### src/cprc_pkg.sv
/*
 * Shared constants for the clock, power-save and reset control block:
 * register offsets, field positions, reset values and cycle counts.
 * Assumes a 40 MHz reference clock and a 32-bit Avalon-MM register port.
 */
package cprc_pkg;

    // Register byte offsets
    localparam logic [3:0] CPRC_CTRL_OFS = 4'h0;
    localparam logic [3:0] CPRC_STATUS_OFS = 4'h4;
    localparam logic [3:0] CPRC_STRAP_OFS = 4'h8;

    // Control register fields
    localparam int CPRC_CTRL_PRI_OE = 0;
    localparam int CPRC_CTRL_SEC_OE = 1;
    localparam int CPRC_CTRL_PRI_XTAL = 2;
    localparam int CPRC_CTRL_SEC_XTAL = 3;
    localparam int CPRC_CTRL_PSAVE = 4;
    localparam int CPRC_CTRL_DIV_LSB = 5;
    localparam int CPRC_CTRL_W = 8;
    localparam logic [7:0] CPRC_CTRL_RESET = 8'h23;

    // Status register fields
    localparam int CPRC_STAT_PSAVE = 0;
    localparam int CPRC_STAT_RUN = 1;
    localparam int CPRC_STAT_LOCK = 2;
    localparam int CPRC_STAT_SHORT = 3;

    localparam logic [19:0] CPRC_RESET_VECTOR = 20'hF_FFF0;
    localparam logic [15:0] CPRC_STRAP_RESET = 16'h0000;

    // Timing
    localparam int CPRC_CLK_PERIOD_NS = 25;
    localparam int CPRC_RES_HOLD_MS = 1;
    localparam int CPRC_RES_HOLD_CYCLES =
        (CPRC_RES_HOLD_MS * 1_000_000 + CPRC_CLK_PERIOD_NS - 1) / CPRC_CLK_PERIOD_NS;
    localparam int CPRC_LOCK_CYCLES = 16;
    localparam int CPRC_SETTLE_CYCLES = 8;

    typedef enum logic [1:0] {
        CPRC_ST_LOCK,
        CPRC_ST_HELD,
        CPRC_ST_SETTLE,
        CPRC_ST_RUN
    } cprc_rst_state_type;

endpackage

### src/cprc_clk_div.sv
/*
 * Processor clock divider: emits one tick per divided period and a
 * square-wave phase that toggles on every tick.
 * Assumes run is low until the clock source is stable.
 */
module cprc_clk_div
    import cprc_pkg::*;
#(
    parameter int SEL_W = 3
) (
    // Clock and reset
    input wire logic ref_clk,
    input wire logic resetn,
    input wire logic clk_en,
    // Control
    input wire logic run,
    input wire logic [SEL_W-1:0] div_sel,
    // Outputs
    output logic tick,
    output logic phase
);

    localparam int CNT_W = (1 << SEL_W);

    if (SEL_W < 1 || SEL_W > 4) begin : g_bad_sel
        $error("cprc_clk_div: SEL_W must be 1 to 4");
    end

    logic [CNT_W-1:0] cnt_r;
    logic [CNT_W-1:0] cnt_nxt;
    logic phase_r;
    logic phase_nxt;

    assign tick = run && clk_en && (cnt_r == '0);
    assign phase = phase_r;

    // A new divisor is taken only at a period boundary, so no phase is cut short
    always_comb begin
        cnt_nxt = cnt_r;
        phase_nxt = phase_r;
        if (!run) begin
            cnt_nxt = '0;
            phase_nxt = 1'b0;
        end else if (cnt_r == '0) begin
            cnt_nxt = CNT_W'((1 << div_sel) - 1);  // RL18
            phase_nxt = !phase_r;
        end else begin
            cnt_nxt = cnt_r - 1'b1;
        end
    end

    always_ff @(posedge ref_clk or negedge resetn) begin
        if (!resetn) begin
            cnt_r <= '0;
            phase_r <= 1'b0;
        end else if (clk_en) begin
            cnt_r <= cnt_nxt;
            phase_r <= phase_nxt;
        end
    end
endmodule

### src/cprc_ctrl.sv
/*
 * Clock, power-save and reset control: two clock outputs with drive
 * enables and source select, an automatic power-save exit on interrupt,
 * reset sequencing and capture of bus straps, all behind Avalon-MM.
 * Assumes all inputs are synchronous to ref_clk; resetn is power-on reset.
 * Clock outputs are modelled as registered square waves at half the tick rate, or at half the ref_clk rate on the crystal source.
 */
// The register addresses and the Avalon-MM slave port were chosen for this implementation.
// Summary of operation
// RL1 - Undivided processor clock runs at the crystal rate, no double oscillator.
// RL2 - Clock generation held off until power-on reset and lock delay end.
// RL3 - Each clock output selects processor rate or undivided crystal rate.
// RL4 - Each clock output driver has its own enable.
// RL5 - One output may run at crystal rate while the other runs slowed.
// RL6 - Power-save keeps CPU and peripherals ticking from a slower divided clock.
// RL7 - Interrupt at a t3 rising edge leaves power-save without software.
// RL8 - Interrupt request must be valid before that t3 edge.
// RL9 - Software reprograms clock-dependent peripherals after frequency changes.
// RL10 - Reset pin must be held low at least 1 ms at power-up; a shorter first hold is only flagged.
// RL11 - While reset pin is low, no execution, fetch or bus cycle.
// RL12 - After release and settling, fetching starts at vector FFFF0h.
// RL13 - While reset pin is low, the 16-bit bus is sampled into a register.
// RL14 - Multiplexed bus stays undriven through reset.
// RL15 - Board presents straps by weak resistors or a reset-only driver.
// RL16 - Captured strap value is readable by software.
// RL17 - Strap register is read-only and keeps the last value sampled.
// RL18 - Switching between normal and slowed clock leaves no short pulse.
module cprc_ctrl
    import cprc_pkg::*;
#(
    parameter int DIV_SEL_W = 3,
    parameter int STRAP_W = 16,
    parameter int LOCK_CYCLES = CPRC_LOCK_CYCLES,
    parameter int SETTLE_CYCLES = CPRC_SETTLE_CYCLES,
    parameter int RES_HOLD_CYCLES = CPRC_RES_HOLD_CYCLES
) (
    // Clock, reset, enable
    input wire logic ref_clk,
    input wire logic resetn,
    input wire logic clk_en,
    // Avalon-MM slave
    input wire logic [3:0] avs_address,
    input wire logic avs_read,
    input wire logic avs_write,
    input wire logic [31:0] avs_writedata,
    input wire logic [3:0] avs_byteenable,
    output logic [31:0] avs_readdata,
    output logic avs_waitrequest,
    // Reset pin and strap bus
    input wire logic reset_input_low,
    input wire logic [STRAP_W-1:0] muxed_addr_data_bus_in,
    output logic muxed_addr_data_bus_oe,
    // Bus timing and interrupt
    input wire logic bus_t3_edge,
    input wire logic irq_valid,
    // Clock outputs
    output logic primary_clock_out,
    output logic primary_clock_out_oe,
    output logic secondary_clock_out,
    output logic secondary_clock_out_oe,
    // Processor control
    output logic proc_tick,
    output logic cpu_halt,
    output logic cpu_start,
    output logic [19:0] fetch_addr,
    output logic psave_active
);

    localparam int AST_SETTLE_MAX = 64;

    if (DIV_SEL_W != 3 || STRAP_W != 16) begin : g_bad_width
        $error("cprc_ctrl: divider select must be 3 bits and strap bus 16 bits");
    end
    if (LOCK_CYCLES < 1 || LOCK_CYCLES > 65535 || SETTLE_CYCLES < 1 || SETTLE_CYCLES > 60) begin : g_bad_cnt
        $error("cprc_ctrl: lock or settle count out of range");
    end
    if (RES_HOLD_CYCLES < 1 || RES_HOLD_CYCLES > 65535) begin : g_bad_hold
        $error("cprc_ctrl: reset hold count out of range");
    end

    // Register interface state
    logic ack_r;
    logic ack_nxt;
    logic [31:0] rdata_r;
    logic [31:0] rdata_nxt;
    logic [CPRC_CTRL_W-1:0] ctrl_r;
    logic [CPRC_CTRL_W-1:0] ctrl_nxt;
    logic [STRAP_W-1:0] strap_r;
    logic [STRAP_W-1:0] strap_nxt;
    logic wr_ctrl;
    logic ps_exit;

    // Reset sequencing state
    cprc_rst_state_type st_r;
    cprc_rst_state_type st_nxt;
    logic [15:0] cnt_r;
    logic [15:0] cnt_nxt;
    logic [15:0] hold_r;
    logic [15:0] hold_nxt;
    logic first_r;
    logic first_nxt;
    logic short_r;
    logic short_nxt;
    logic start_r;
    logic start_nxt;

    // Clock output state
    logic xtal_r;
    logic xtal_nxt;
    logic pri_r;
    logic pri_nxt;
    logic sec_r;
    logic sec_nxt;
    logic pri_oe_r;
    logic pri_oe_nxt;
    logic sec_oe_r;
    logic sec_oe_nxt;

    logic pll_run;
    logic div_tick;
    logic div_phase;
    logic [DIV_SEL_W-1:0] div_sel;
    logic running;

    assign pll_run = (st_r != CPRC_ST_LOCK);  // RL2
    assign running = (st_r == CPRC_ST_RUN) && reset_input_low;
    assign div_sel = ctrl_r[CPRC_CTRL_PSAVE]
        ? ctrl_r[CPRC_CTRL_DIV_LSB +: DIV_SEL_W] : '0;  // RL1 RL6

    cprc_clk_div #(
        .SEL_W(DIV_SEL_W)
    ) u_div (
        .ref_clk(ref_clk),
        .resetn(resetn),
        .clk_en(clk_en),
        .run(pll_run),
        .div_sel(div_sel),
        .tick(div_tick),
        .phase(div_phase)
    );

    // Avalon-MM: one wait cycle, then the answer; addresses other than 0h, 4h and 8h are unmapped
    assign avs_waitrequest = (avs_read || avs_write) && !ack_r;
    assign avs_readdata = rdata_r;
    assign wr_ctrl = avs_write && ack_r && avs_byteenable[0] && (avs_address == CPRC_CTRL_OFS);
    assign ps_exit = ctrl_r[CPRC_CTRL_PSAVE] && irq_valid && bus_t3_edge;  // RL7 RL8

    always_comb begin
        ack_nxt = (avs_read || avs_write) && !ack_r;
        rdata_nxt = rdata_r;
        if (ack_nxt && avs_read) begin
            if (avs_address == CPRC_CTRL_OFS) begin
                rdata_nxt = {24'h00_0000, ctrl_r};
            end else if (avs_address == CPRC_STATUS_OFS) begin
                rdata_nxt = 32'h0000_0000;
                rdata_nxt[CPRC_STAT_PSAVE] = ctrl_r[CPRC_CTRL_PSAVE];  // RL9
                rdata_nxt[CPRC_STAT_RUN] = running;
                rdata_nxt[CPRC_STAT_LOCK] = pll_run;
                rdata_nxt[CPRC_STAT_SHORT] = short_r;
            end else if (avs_address == CPRC_STRAP_OFS) begin
                rdata_nxt = {16'h0000, strap_r};  // RL16
            end else begin
                rdata_nxt = 32'h0000_0000;
            end
        end
    end

    // Control register; the interrupt exit clears the power-save bit even when a write in the same cycle sets it
    always_comb begin
        ctrl_nxt = ctrl_r;
        if (!reset_input_low) begin
            ctrl_nxt = CPRC_CTRL_RESET;
        end else begin
            if (wr_ctrl) begin
                ctrl_nxt = avs_writedata[CPRC_CTRL_W-1:0];  // RL4 RL3 RL5
            end
            if (ps_exit) begin
                ctrl_nxt[CPRC_CTRL_PSAVE] = 1'b0;  // RL7
            end
        end
    end

    // Straps follow the bus for as long as the pin is low, then hold
    always_comb begin
        strap_nxt = strap_r;
        if (!reset_input_low) begin
            strap_nxt = muxed_addr_data_bus_in;  // RL13 RL17
        end
    end

    always_ff @(posedge ref_clk or negedge resetn) begin
        if (!resetn) begin
            ack_r <= 1'b0;
            rdata_r <= 32'h0000_0000;
            ctrl_r <= CPRC_CTRL_RESET;
            strap_r <= CPRC_STRAP_RESET;
        end else if (clk_en) begin
            ack_r <= ack_nxt;
            rdata_r <= rdata_nxt;
            ctrl_r <= ctrl_nxt;
            strap_r <= strap_nxt;
        end
    end

    // Reset sequencer: lock delay, pin held, settle, run
    always_comb begin
        st_nxt = st_r;
        cnt_nxt = cnt_r;
        hold_nxt = hold_r;
        first_nxt = first_r;
        short_nxt = short_r;
        start_nxt = 1'b0;
        if (!reset_input_low && hold_r != 16'hFFFF) begin
            hold_nxt = hold_r + 1'b1;
        end
        case (st_r)
            CPRC_ST_LOCK: begin
                if (cnt_r == 16'(LOCK_CYCLES - 1)) begin
                    st_nxt = CPRC_ST_HELD;
                    cnt_nxt = '0;
                end else begin
                    cnt_nxt = cnt_r + 1'b1;
                end
            end
            CPRC_ST_HELD: begin
                if (reset_input_low) begin
                    // Power-up hold shorter than the minimum is flagged, not enforced
                    if (first_r && hold_r < 16'(RES_HOLD_CYCLES)) begin
                        short_nxt = 1'b1;  // RL10
                    end
                    first_nxt = 1'b0;
                    st_nxt = CPRC_ST_SETTLE;
                    cnt_nxt = '0;
                end
            end
            CPRC_ST_SETTLE: begin
                if (!reset_input_low) begin
                    st_nxt = CPRC_ST_HELD;
                    hold_nxt = '0;
                end else if (cnt_r == 16'(SETTLE_CYCLES - 1)) begin
                    st_nxt = CPRC_ST_RUN;
                    start_nxt = 1'b1;  // RL12
                end else begin
                    cnt_nxt = cnt_r + 1'b1;
                end
            end
            CPRC_ST_RUN: begin
                if (!reset_input_low) begin
                    st_nxt = CPRC_ST_HELD;  // RL11
                    hold_nxt = '0;
                end
            end
            default: begin
                st_nxt = CPRC_ST_LOCK;
            end
        endcase
    end

    always_ff @(posedge ref_clk or negedge resetn) begin
        if (!resetn) begin
            st_r <= CPRC_ST_LOCK;
            cnt_r <= '0;
            hold_r <= '0;
            first_r <= 1'b1;
            short_r <= 1'b0;
            start_r <= 1'b0;
        end else if (clk_en) begin
            st_r <= st_nxt;
            cnt_r <= cnt_nxt;
            hold_r <= hold_nxt;
            first_r <= first_nxt;
            short_r <= short_nxt;
            start_r <= start_nxt;
        end
    end

    // Clock outputs: crystal phase toggles every cycle, processor phase per tick
    always_comb begin
        xtal_nxt = pll_run ? !xtal_r : 1'b0;  // RL1
        pri_nxt = ctrl_r[CPRC_CTRL_PRI_XTAL] ? xtal_r : div_phase;  // RL3 RL5
        sec_nxt = ctrl_r[CPRC_CTRL_SEC_XTAL] ? xtal_r : div_phase;  // RL3 RL5
        pri_oe_nxt = ctrl_r[CPRC_CTRL_PRI_OE];  // RL4
        sec_oe_nxt = ctrl_r[CPRC_CTRL_SEC_OE];  // RL4
    end

    always_ff @(posedge ref_clk or negedge resetn) begin
        if (!resetn) begin
            xtal_r <= 1'b0;
            pri_r <= 1'b0;
            sec_r <= 1'b0;
            pri_oe_r <= 1'b0;
            sec_oe_r <= 1'b0;
        end else if (clk_en) begin
            xtal_r <= xtal_nxt;
            pri_r <= pri_nxt;
            sec_r <= sec_nxt;
            pri_oe_r <= pri_oe_nxt;
            sec_oe_r <= sec_oe_nxt;
        end
    end

    assign primary_clock_out = pri_r;
    assign secondary_clock_out = sec_r;
    assign primary_clock_out_oe = pri_oe_r;
    assign secondary_clock_out_oe = sec_oe_r;
    // CPU and peripherals are enabled by the divided tick, stopped only while not running
    assign proc_tick = div_tick && running;  // RL6 RL11
    assign cpu_halt = !running;  // RL11
    assign cpu_start = start_r;
    assign fetch_addr = CPRC_RESET_VECTOR;  // RL12
    assign muxed_addr_data_bus_oe = running;  // RL14
    assign psave_active = ctrl_r[CPRC_CTRL_PSAVE];
endmodule

### config.mk
export PLATFORM = sky130hd
export DESIGN_NAME = cprc_ctrl
export DESIGN_NICKNAME = d
export VERILOG_FILES = /design/src/cprc_pkg.sv /design/src/cprc_clk_div.sv /design/src/cprc_ctrl.sv
export SDC_FILE = /design/constraint.sdc
export NUM_CORES = 1
export LEC_CHECK = 0
export BUFFER_PORTS_ARGS = -buffer_cell sky130_fd_sc_hd__buf_2
export CORE_MARGIN = 1
export CORE_UTILIZATION = 37
export DETAILED_ROUTE_END_ITERATION = 16
export PLACE_DENSITY_LB_ADDON = 0.08
export SLEW_MARGIN = 20
export SYNTH_ARGS = -nofsm -noshare
export SYNTH_HDL_FRONTEND = slang
export SYNTH_SLANG_ARGS = --single-unit
### constraint.sdc
create_clock -name ref_clk -period 1.7 [get_ports ref_clk]
set_input_delay 0.17 -clock ref_clk [delete_from_list [all_inputs] [get_ports ref_clk]]
set_output_delay 0.17 -clock ref_clk [all_outputs]
set_load 0.02 [all_outputs]
# After elaboration in Yosys (flattened, before gate mapping)

Index checks and enable logic that the tools add are counted.

Flip-flop bits (word level): 108
Output and inout port bits: 62

Magnitude comparators: 1
Equality and inequality tests: 17
Bitwise logic cells: 1
Add/subtract/negate cells: 4
Reductions and logical operators: 34
Shift-type cells: 1
Mux-type cells: 31

Operators by type and width:

| cell                                                                    | number |
|---|---|
| 16-bit 2-to-1 mux                                                       | 9 |
| 16-bit one-hot mux with 3 select lines                                  | 1 |
| 16-bit by 1-bit adder with 16-bit output (second input constant)        | 2 |
| 32-bit 2-to-1 mux                                                       | 1 |
| 8-bit 2-to-1 mux                                                        | 4 |
| 16-bit by 3-bit equality test with 1-bit output (second input constant) | 1 |
| 16-bit by 4-bit equality test with 1-bit output (second input constant) | 1 |
| 16-bit < comparator (second input constant)                             | 1 |
| 16-bit != test (second input constant)                                  | 1 |
| 1-bit logical AND                                                       | 13 |
| 2-bit 2-to-1 mux                                                        | 5 |
| 2-bit != test (second input constant)                                   | 5 |
| 2-bit AND reduction                                                     | 5 |
| 5-bit AND reduction                                                     | 2 |
| 1-bit 2-to-1 mux                                                        | 9 |
| 8-bit zero test                                                         | 1 |
| 2-bit one-hot mux with 4 select lines                                   | 1 |
| 1-bit by 3-bit << shifter with 8-bit output (first input constant)      | 1 |
| 8-bit by 1-bit subtractor with 8-bit output (second input constant)     | 1 |
| 8-bit by 2-bit subtractor with 8-bit output (second input constant)     | 1 |
| 1-bit zero test                                                         | 5 |
| 2-bit equality test (second input constant)                             | 2 |
| 4-bit by 3-bit equality test with 1-bit output (second input constant)  | 1 |
| 4-bit equality test (second input constant)                             | 1 |
| other kinds (14)                                                        | 15 |

# Longest topological paths before layout

Gate-level depths: netlist (run 1).

Word-level depth: 6
Mapped depth: 8
Mapped depth without buffers: 7

# Hierarchy

From an unflattened synthesis (run 1), not the netlist that was laid out.

Cells, all modules: 551
Area, all modules: 5154.9 um^2

By module, submodules not included:

| module       | area an instance (um^2) | seq. area each (um^2) | instances | cells each |
|---|---|---|---|---|
| cprc_ctrl    | 4551.9                  | 2082.0                | 1         | 485 |
| cprc_clk_div | 603.1                   | 225.2                 | 1         | 66 |

# Worst setup path before layout (run 1)

No wires, ideal clock.

Kind: reg-to-output
Start: reg u_div.cnt_r[0]
End: out proc_tick
Stages on the path, launching flop included: 7
Slack: -137 ps
Required time: 1530 ps
Data arrival time: 1667 ps
Path through: dfrtp_1 > inv_1 > ha_1 > nor4b_1 > nand2b_1 > clkbuf_1 > nor3_1

Word-level cells in the longest chain between the ends: 3

RTL lines:

| what                   | RTL line           | text |
|---|---|---|
| from (decl)            | cprc_clk_div.sv:29 | `logic [CNT_W-1:0] cnt_r;` |
| from (signal assigned) | cprc_clk_div.sv:57 | `cnt_r <= cnt_nxt;` |
| 8-bit zero test        | cprc_clk_div.sv:34 | `assign tick = run && clk_en && (cnt_r == '0);` |
| 1-bit logical AND      | cprc_clk_div.sv:34 |  |
| 1-bit logical AND      | cprc_ctrl.sv:307   | `assign proc_tick = div_tick && running;` |
| to (decl)              | cprc_ctrl.sv:62    | `output logic proc_tick,` |

Every way passes these cells.

# Final worst setup path (run 1)

Start: reg st_r[1]
End: reg cnt_r[8]

Word-level cells in the longest chain between the ends: 3
Elaborated cells on any way between the ends: 9

RTL lines:

| what                                                                 | RTL line         | text |
|---|---|---|
| from (decl)                                                          | cprc_ctrl.sv:94  | `cprc_rst_state_type st_r;` |
| from (signal assigned)                                               | cprc_ctrl.sv:268 | `st_r <= st_nxt;` |
| 2-bit equality test, or another cell as far along                    | cprc_ctrl.sv:216 | `case (st_r)` |
| 2-bit != test (no line) / 3-bit nonzero test (equally long branches) | -                |  |
| 5-bit AND reduction (no line)                                        | -                |  |
| to (signal assigned)                                                 | cprc_ctrl.sv:269 | `cnt_r <= cnt_nxt;` |
| to (decl)                                                            | cprc_ctrl.sv:96  | `logic [15:0] cnt_r;` |

Parallel ways exist; a longest one is shown, timed or not.
A chain may end at the register's enable or synchronous reset.

==> results of run 1 <==
## power breakdown
group          internal [mW]  total (mW)  switching (mW)
Clock                   1.03        2.01           0.975
Combinational           2.14        4.32            2.18
Sequential              2.56        2.88           0.316
## critical path, stage by stage, from the launching register on
cell      delay (ps)
dfrtp_2          450
buf_6            130
ha_4             180
nor2_4           100
o21ai_4           80
o21bai_4         230
or4_1            530
o21ai_1          100
## metal layers
layer | global-route usage [%] | routed length, um | part of all wire (%)
met5 | 0 | 0 | 0
met4 | 5.94 | 145 | 1.0
met3 | 4.33 | 445 | 3.2
met2 | 33.0 | 6930 | 49
met1 | 27.1 | 6600 | 47
## cell families (layout without fill, tap and decap cells)
group	after synthesis	after routing
other	2	36
flip-flops	92	92
multiplexers	15	15
buffers and inverters	82	226
AND/OR/NAND/NOR	223	224
adder cells (fa/ha/maj)	10	10
AO/OA/AOI/OAI	134	135
XOR/XNOR	2	2
## synthesized netlist by cell type, drive strengths merged (10+ instances only)
| cell type | count | share of area, % |
|---|---|---|
| clkbuf | 20 | 1.5 |
| nor2 | 33 | 2.6 |
| a21oi | 18 | 1.8 |
| nand3 | 28 | 2.7 |
| o21ai | 38 | 3.7 |
| nor3 | 17 | 1.7 |
| inv | 18 | 1.3 |
| ha | 10 | 2.4 |
| buf | 44 | 6.6 |
| nand2 | 89 | 6.5 |
| dfrtp | 88 | 43 |
| and3 | 10 | 1.2 |
| a22o | 24 | 4.1 |
| mux2i | 12 | 2.3 |
## through the flow
stage,cells,setup WS (ps)
floorplan,594,-70.2
global placement,868,-132
detailed placement,868,-151
CTS,900,-135
global route,916,-263
finish,916,-189
## worst paths after layout
path | from | to | slack [ps] | cells past startpoint
max | st_r[1] | cnt_r[8] | -190 | 7
min | muxed_addr_data_bus_in[12] | strap_r[12] | 10 | 3
max reg2reg | st_r[1] | cnt_r[8] | -190 | 7
min reg2reg | first_r | first_r | 440 | 2
max in group asynchronous | resetn | strap_r[12] | 840 | 3
min in group asynchronous | resetn | u_div.cnt_r[4] | 310 | 2
## area by class of cell
type / instances / area share [%]
flip-flops and latches: 92 / 32.0
clock buffers: 9 / 3.12
multi-input cells: 422 / 40.6
clock inverters: 7 / 0.900
well taps: 176 / 3.05
inverters: 18 / 0.969
repair buffers: 192 / 19.4
## layout by cell type, fill, tap and decap left out, types with 6 or more instances in the layout
cell,Yosys,layout
o21ai_0,37,18
nor2_4,0,6
buf_6,4,15
and3_1,10,6
nand2_4,0,7
dfrtp_1,88,85
dlygate4sd3_1,0,6
clkbuf_16,0,9
o22ai_1,8,8
conb_1,2,36
nor2_1,30,23
mux2i_1,12,12
a31oi_1,8,7
a21oi_1,17,15
o21ai_1,1,15
nand4_1,7,7
nor3_1,17,13
buf_2,3,58
inv_1,18,12
a22o_1,24,24
buf_4,37,110
nand2_1,89,77
nand3_1,28,26
## what timing repair did
action	4_1_cts	5_1_grt
cloned	2	1
buffers inserted	9	17
gates resized for setup	51	65
hold endpoints to repair	32	0
pin swaps	25	32
hold buffers	6	0
endpoints found under the setup margin	34	54
==> metrics list, run 1 <==
- The worst hold path belongs to the class input pin to register.
* Cell Rows: 42
* Area growth syn-to-layout: 40.9%
- Via-per-instance ratio: 5.17
* Proportion of layout cells with a drive suffix above 1: 40.1%
- Die footprint: 0.0143 mm^2
* Setup total negative slack: -3450 ps
* Share of the synthesized area in compound gates (AO/OA/AOI/OAI): 18.5%
* Number of violations of the max-capacitance limit: 0
* Clock slew seen by the registers of the worst setup and hold paths: 70 ps
- Synthesis handed over a netlist of 560 instances.
* Yosys reg bits: 92
* Count of antenna diodes in the layout: 0
- For this design the ratio of total power to cell area is 1270 mW/mm^2.
- The pre-antenna-repair detailed-routing pass consisted of 4 iterations.
* Clock tree buffer depth: 2
- Count of cell types in the netlist: 68
- At the worst endpoint, the required time is 1970 ps.
- DP HPWL: 9960 um
* Die Span Y: 120 um
* Vias in the first global route: 4573
* Combined global-route utilization of all metal layers: 20.3%
- Between clock sinks in the finished design, the worst skew comes to 6.10 ps.
* Clk sinks: a little over 90
* Number of clock buffers inserted by TritonCTS: 9
* Post-Synth Adder-Cell Area: under 10%
* Final Power: 9.20 mW
- Drc violations: 0
- Total area of sequential cells: 0.00231 mm^2
* Root buffer cell: clkbuf_16
- Static timing analysis puts the maximum clock frequency at ~530 MHz.
- Counting the fill cells in the layout gives 1250.
- Primary flip-flop cell chosen by synthesis mapping: dfrtp_1
* Number of buffers inserted by port buffering: 62
* Worst setup path category: register to register
- The initial antenna violation count was 0.
- Yosys synthesis warning count: 0
- Once placement finished, the instance area stood at 0.00623 mm^2.
* H-tree level count: 3
- Antenna-violating nets left: 0
- STA classifies the critical path endpoint as a register.
- Unrepaired setup endpoints after global routing: yes
- Ports: approximately 130
- Of all nets on the critical path, the largest fanout is 6.
* Result of the run: finished, violations left
- Of the synthesized area, sequential elements account for 45.0%.
* Post-synthesis mux area share: 3.00%
- After synthesis the cells add up to between 0.005 and 0.006 mm^2.
- Final cycle utilization of the critical path: 111%
- Area fraction in and, or, nand and nor cells after synthesis: 21.2%
- IR analysis of the VDD net gives a maximum drop of between 0.7 and 0.8 mV.
- The floorplan step defined a core boundary enclosing about 0.013 mm^2.
* Clock tree from TritonCTS: built
- Routability-driven placement finished with a final weighted congestion of 0.799.
- Final core area utilization: 53.9%
* First-pass GRT wire length: 22700 um
* Critical path arrival: 2160 ps
* Type of origin of the critical path: register
- Across all hold checks on the routed design, the worst slack comes to 12.3 ps.
- DR iter-0 viols: 224
- Initial core utilization: 38.3%
* Width of the die: 120 um
* Number of pins exceeding their max-slew limit in the final report: 0
- Violations in the final reports: setup timing
- The finished cells cover slightly above 0.007 mm^2.
* Number of nets in the finished design: 809
- Worst setup slack after layout: -189 ps
- Share of synthesized flip-flops with an asynchronous set or reset: 100%
* Average wire per standard cell: approximately 15 um
* Fraction of synthesized cell area in xor and xnor cells: 0.341%
* Grt total ovfl: 0
- Min cycle time layout: ~1900 ps
* Worst-skew pair later-pin latency: 350 ps
- Area taken by multi-input logic gates: roughly 0.003 mm^2
* Routed via count: ~4700
- Syn Area/Cell: 9.17 um^2
- Endpoints failing setup: 32
- After synthesis, the largest family of logic cells by area is simple AND/OR/NAND/NOR gates.
- The hold violation total from the final report came to 0.
* EDFF count, synth: 0
- For this block, the routed nets add up to 14100 um of wire.
* Maximum number of pins on one net before global-route repair: 34
- Total leakage power: 3.39 nW
Note: power is estimated with default switching activity, not from simulation.
==> run 2, diff against run 1 <==
--- a/config.mk
+++ b/config.mk
@@ -10,6 +10,7 @@
 export CORE_UTILIZATION = 37
 export DETAILED_ROUTE_END_ITERATION = 16
 export PLACE_DENSITY_LB_ADDON = 0.08
+export REMOVE_ABC_BUFFERS = 1
 export SLEW_MARGIN = 20
 export SYNTH_ARGS = -nofsm -noshare
 export SYNTH_HDL_FRONTEND = slang
==> metrics list, run 2 (same netlist as run 1, synthesis figures left out) <==
* Result of the run: finished, violations left
- The checks that failed: setup timing.
- Combined global-route utilization of all metal layers: 20.6%
- Before CTS, the worst setup slack after placement is -209 ps.
- Clock tree from TritonCTS: built
- approximately 130 I/O pins were placed.
- Initial antenna violation count: 0
- Count of antenna diodes in the layout: 0
- Area growth syn-to-layout: 39.4%
- Critical path's most frequent cell: buf_6
- Final clock skew: 7.37 ps
* Cell class contributing the biggest share of worst-path delay: buffers and inverters
* Area of the core: around 0.013 mm^2
- Clock slew seen by the registers of the worst setup and hold paths: 70 ps
* Most frequent standard cell in the layout excluding fill and tap cells: buf_4
- Maximum frequency from static timing analysis: 545 MHz
- The congestion estimate from routability-driven global placement came to 0.825.
- Adding up every negative setup slack in the final design gives -2290 ps.
- Cells along the critical path: nor4_2 > buf_4 > nand4_1 > buf_6 > o21bai_4 > buf_6 > nor4b_4 > a21o_1
* Buf/Inv on CP: 3
- Once routing completed, OpenROAD measured the worst setup slack at -135 ps.
- Critical path arrival: 2090 ps
- The routed layout has 4696 vias.
- For this design, the slowest cell found on the critical path is dfrtp_1.
- After detailed routing, the number of vias per cell comes to 5.14.
* Number of nets in the finished design: 807
- Endpoints failing setup: 26
- After layout, the worst path uses 108% of the clock period.
- The design draws 8.94 mW.
- Number of buffers inserted by port buffering: 62
- At the worst endpoint, the required time is 1960 ps.
- Die Span Y: 120 um
* VDD IR max: 0.491 mV
- Maximum number of pins on one net before global-route repair: 40
- Clock tree buffer depth: 2
- The clock drives 92 sinks.
- The hold violation total from the final report is 0.
- Summed over all nets, the half-perimeter wirelength after detailed placement is 9720 um.
- After detailed routing, the number of remaining DRC violations is 0.
- Type of origin of the critical path: register
- First-pass GRT wire length: around 23000 um
- Across all register-to-register paths, the minimum setup slack is -130 ps.
- Once placement finished, the instance area stood at around 0.006 mm^2.
- Kind of capture point of the worst setup path: register
- Counting tap cells, the placed design contains a total of 866 instances.
- Type of the tightest min-delay check: input pin to register
* Tightest hold margin: ~11 ps
- The detailed router finished its first iteration with 279 violations.
* Average wire per standard cell: around 16 um
- Number of clock buffers inserted by TritonCTS: 9
- Grt total ovfl: 0
- Max FO, Critical Path: 6
- Power density relative to cell area: about 1200 mW/mm^2
* H-tree level count: 3
- Min cycle time layout: 1830 ps
* Vias in the first global route: 4549
- Width of the die: about 120 um
* Detailed-route wire length: 14500 um
- For the worst-skew pair, the clock arrives at the later sink with an insertion delay of 360 ps.
- Worst setup path category: register to register
- Highest-count cells in the layout ignoring fill and taps: 107 x buf_4, 86 x dfrtp_1, 76 x nand2_1
* Final Instance Area: 0.00716 mm^2
- Die footprint: around 0.014 mm^2
- For this configuration, the core starts out at a cell density of 38.3%.
* Crit path largest cell delay: 400 ps
* Root buffer cell: clkbuf_16
* Total leakage power: 3.37 nW
- In the final layout, the share of cells above drive strength 1 is 39.6%.
- Max-cap violations in this run came to 0.
- Antenna-violating nets left: 0
* Number of pins exceeding their max-slew limit in the final report: 0
- The finished layout holds ~910 standard cells, fillers aside.
- DRT Pass-1 Iters: 4
* Unrepaired setup endpoints after global routing: yes
- Final core area utilization: 53.4%
* Cell Rows: 42
-- run 2: cell types whose count changed in the layout (fill, tap and decap cells not counted), sizes merged --
| cell | delta |
|---|---|
| buf | -4 |
| clkinv | +2 |
| dlygate4sd3 | +2 |
| clkinvlp | -1 |
| inv | -1 |
-- run 2: worst paths after layout --
| kind | depth (start not counted) | from | endpoint |
|---|---|---|---|
| max in group asynchronous | 3 | resetn | cnt_r[6] |
| worst min-delay path | 3 | muxed_addr_data_bus_in[0] | strap_r[0] |
| worst max register to register | 8 | cnt_r[14] | cnt_r[15] |
| worst min register to register | 2 | first_r | first_r |
| min in group asynchronous | 2 | resetn | u_div.cnt_r[3] |
| worst max-delay path | 8 | cnt_r[14] | cnt_r[15] |
-- run 2: repair_timing --
action	CTS	global route
hold endpoints to repair	33	0
setup endpoints to repair	39	50
gates cloned	2	2
hold buffers	8	0
setup buffers	12	11
resized for setup	67	68
pin swaps	16	24
-- run 2: tightest hold or removal path, cell delays in order --
cell,delay (ps)
buf_2,80
nand2_1,40
nand2_1,40
-- run 2: cell type report --
type                    count  area [um^2]
flip-flops and latches     92         2310
clock inverters             7         56.3
multi-input cells         422         2910
repair buffers            190         1360
inverters                  18         72.6
well taps                 176          220
fillers                  1287         6240
clock buffers               9          225
-- run 2: power by group --
part | switching [mW] | total (mW) | leakage, nW | internal [mW]
Combinational | 2.14 | 4.08 | 2.04 | 1.94
Clock | 0.958 | 1.97 | 0.142 | 1.02
Sequential | 0.322 | 2.88 | 1.19 | 2.56
-- run 2: layer usage --
layer | part of all wire, % | track usage [%] | vias to the layer above | wire [um]
met5 | 0 | 0 | - | 0
met4 | 1.3 | 6.80 | 0 | 187
met3 | 4.0 | 4.09 | 15 | 579
met2 | 50 | 34.5 | 103 | 7190
met1 | 45 | 26.6 | 2275 | 6510
li1 | - | - | 2303 | -
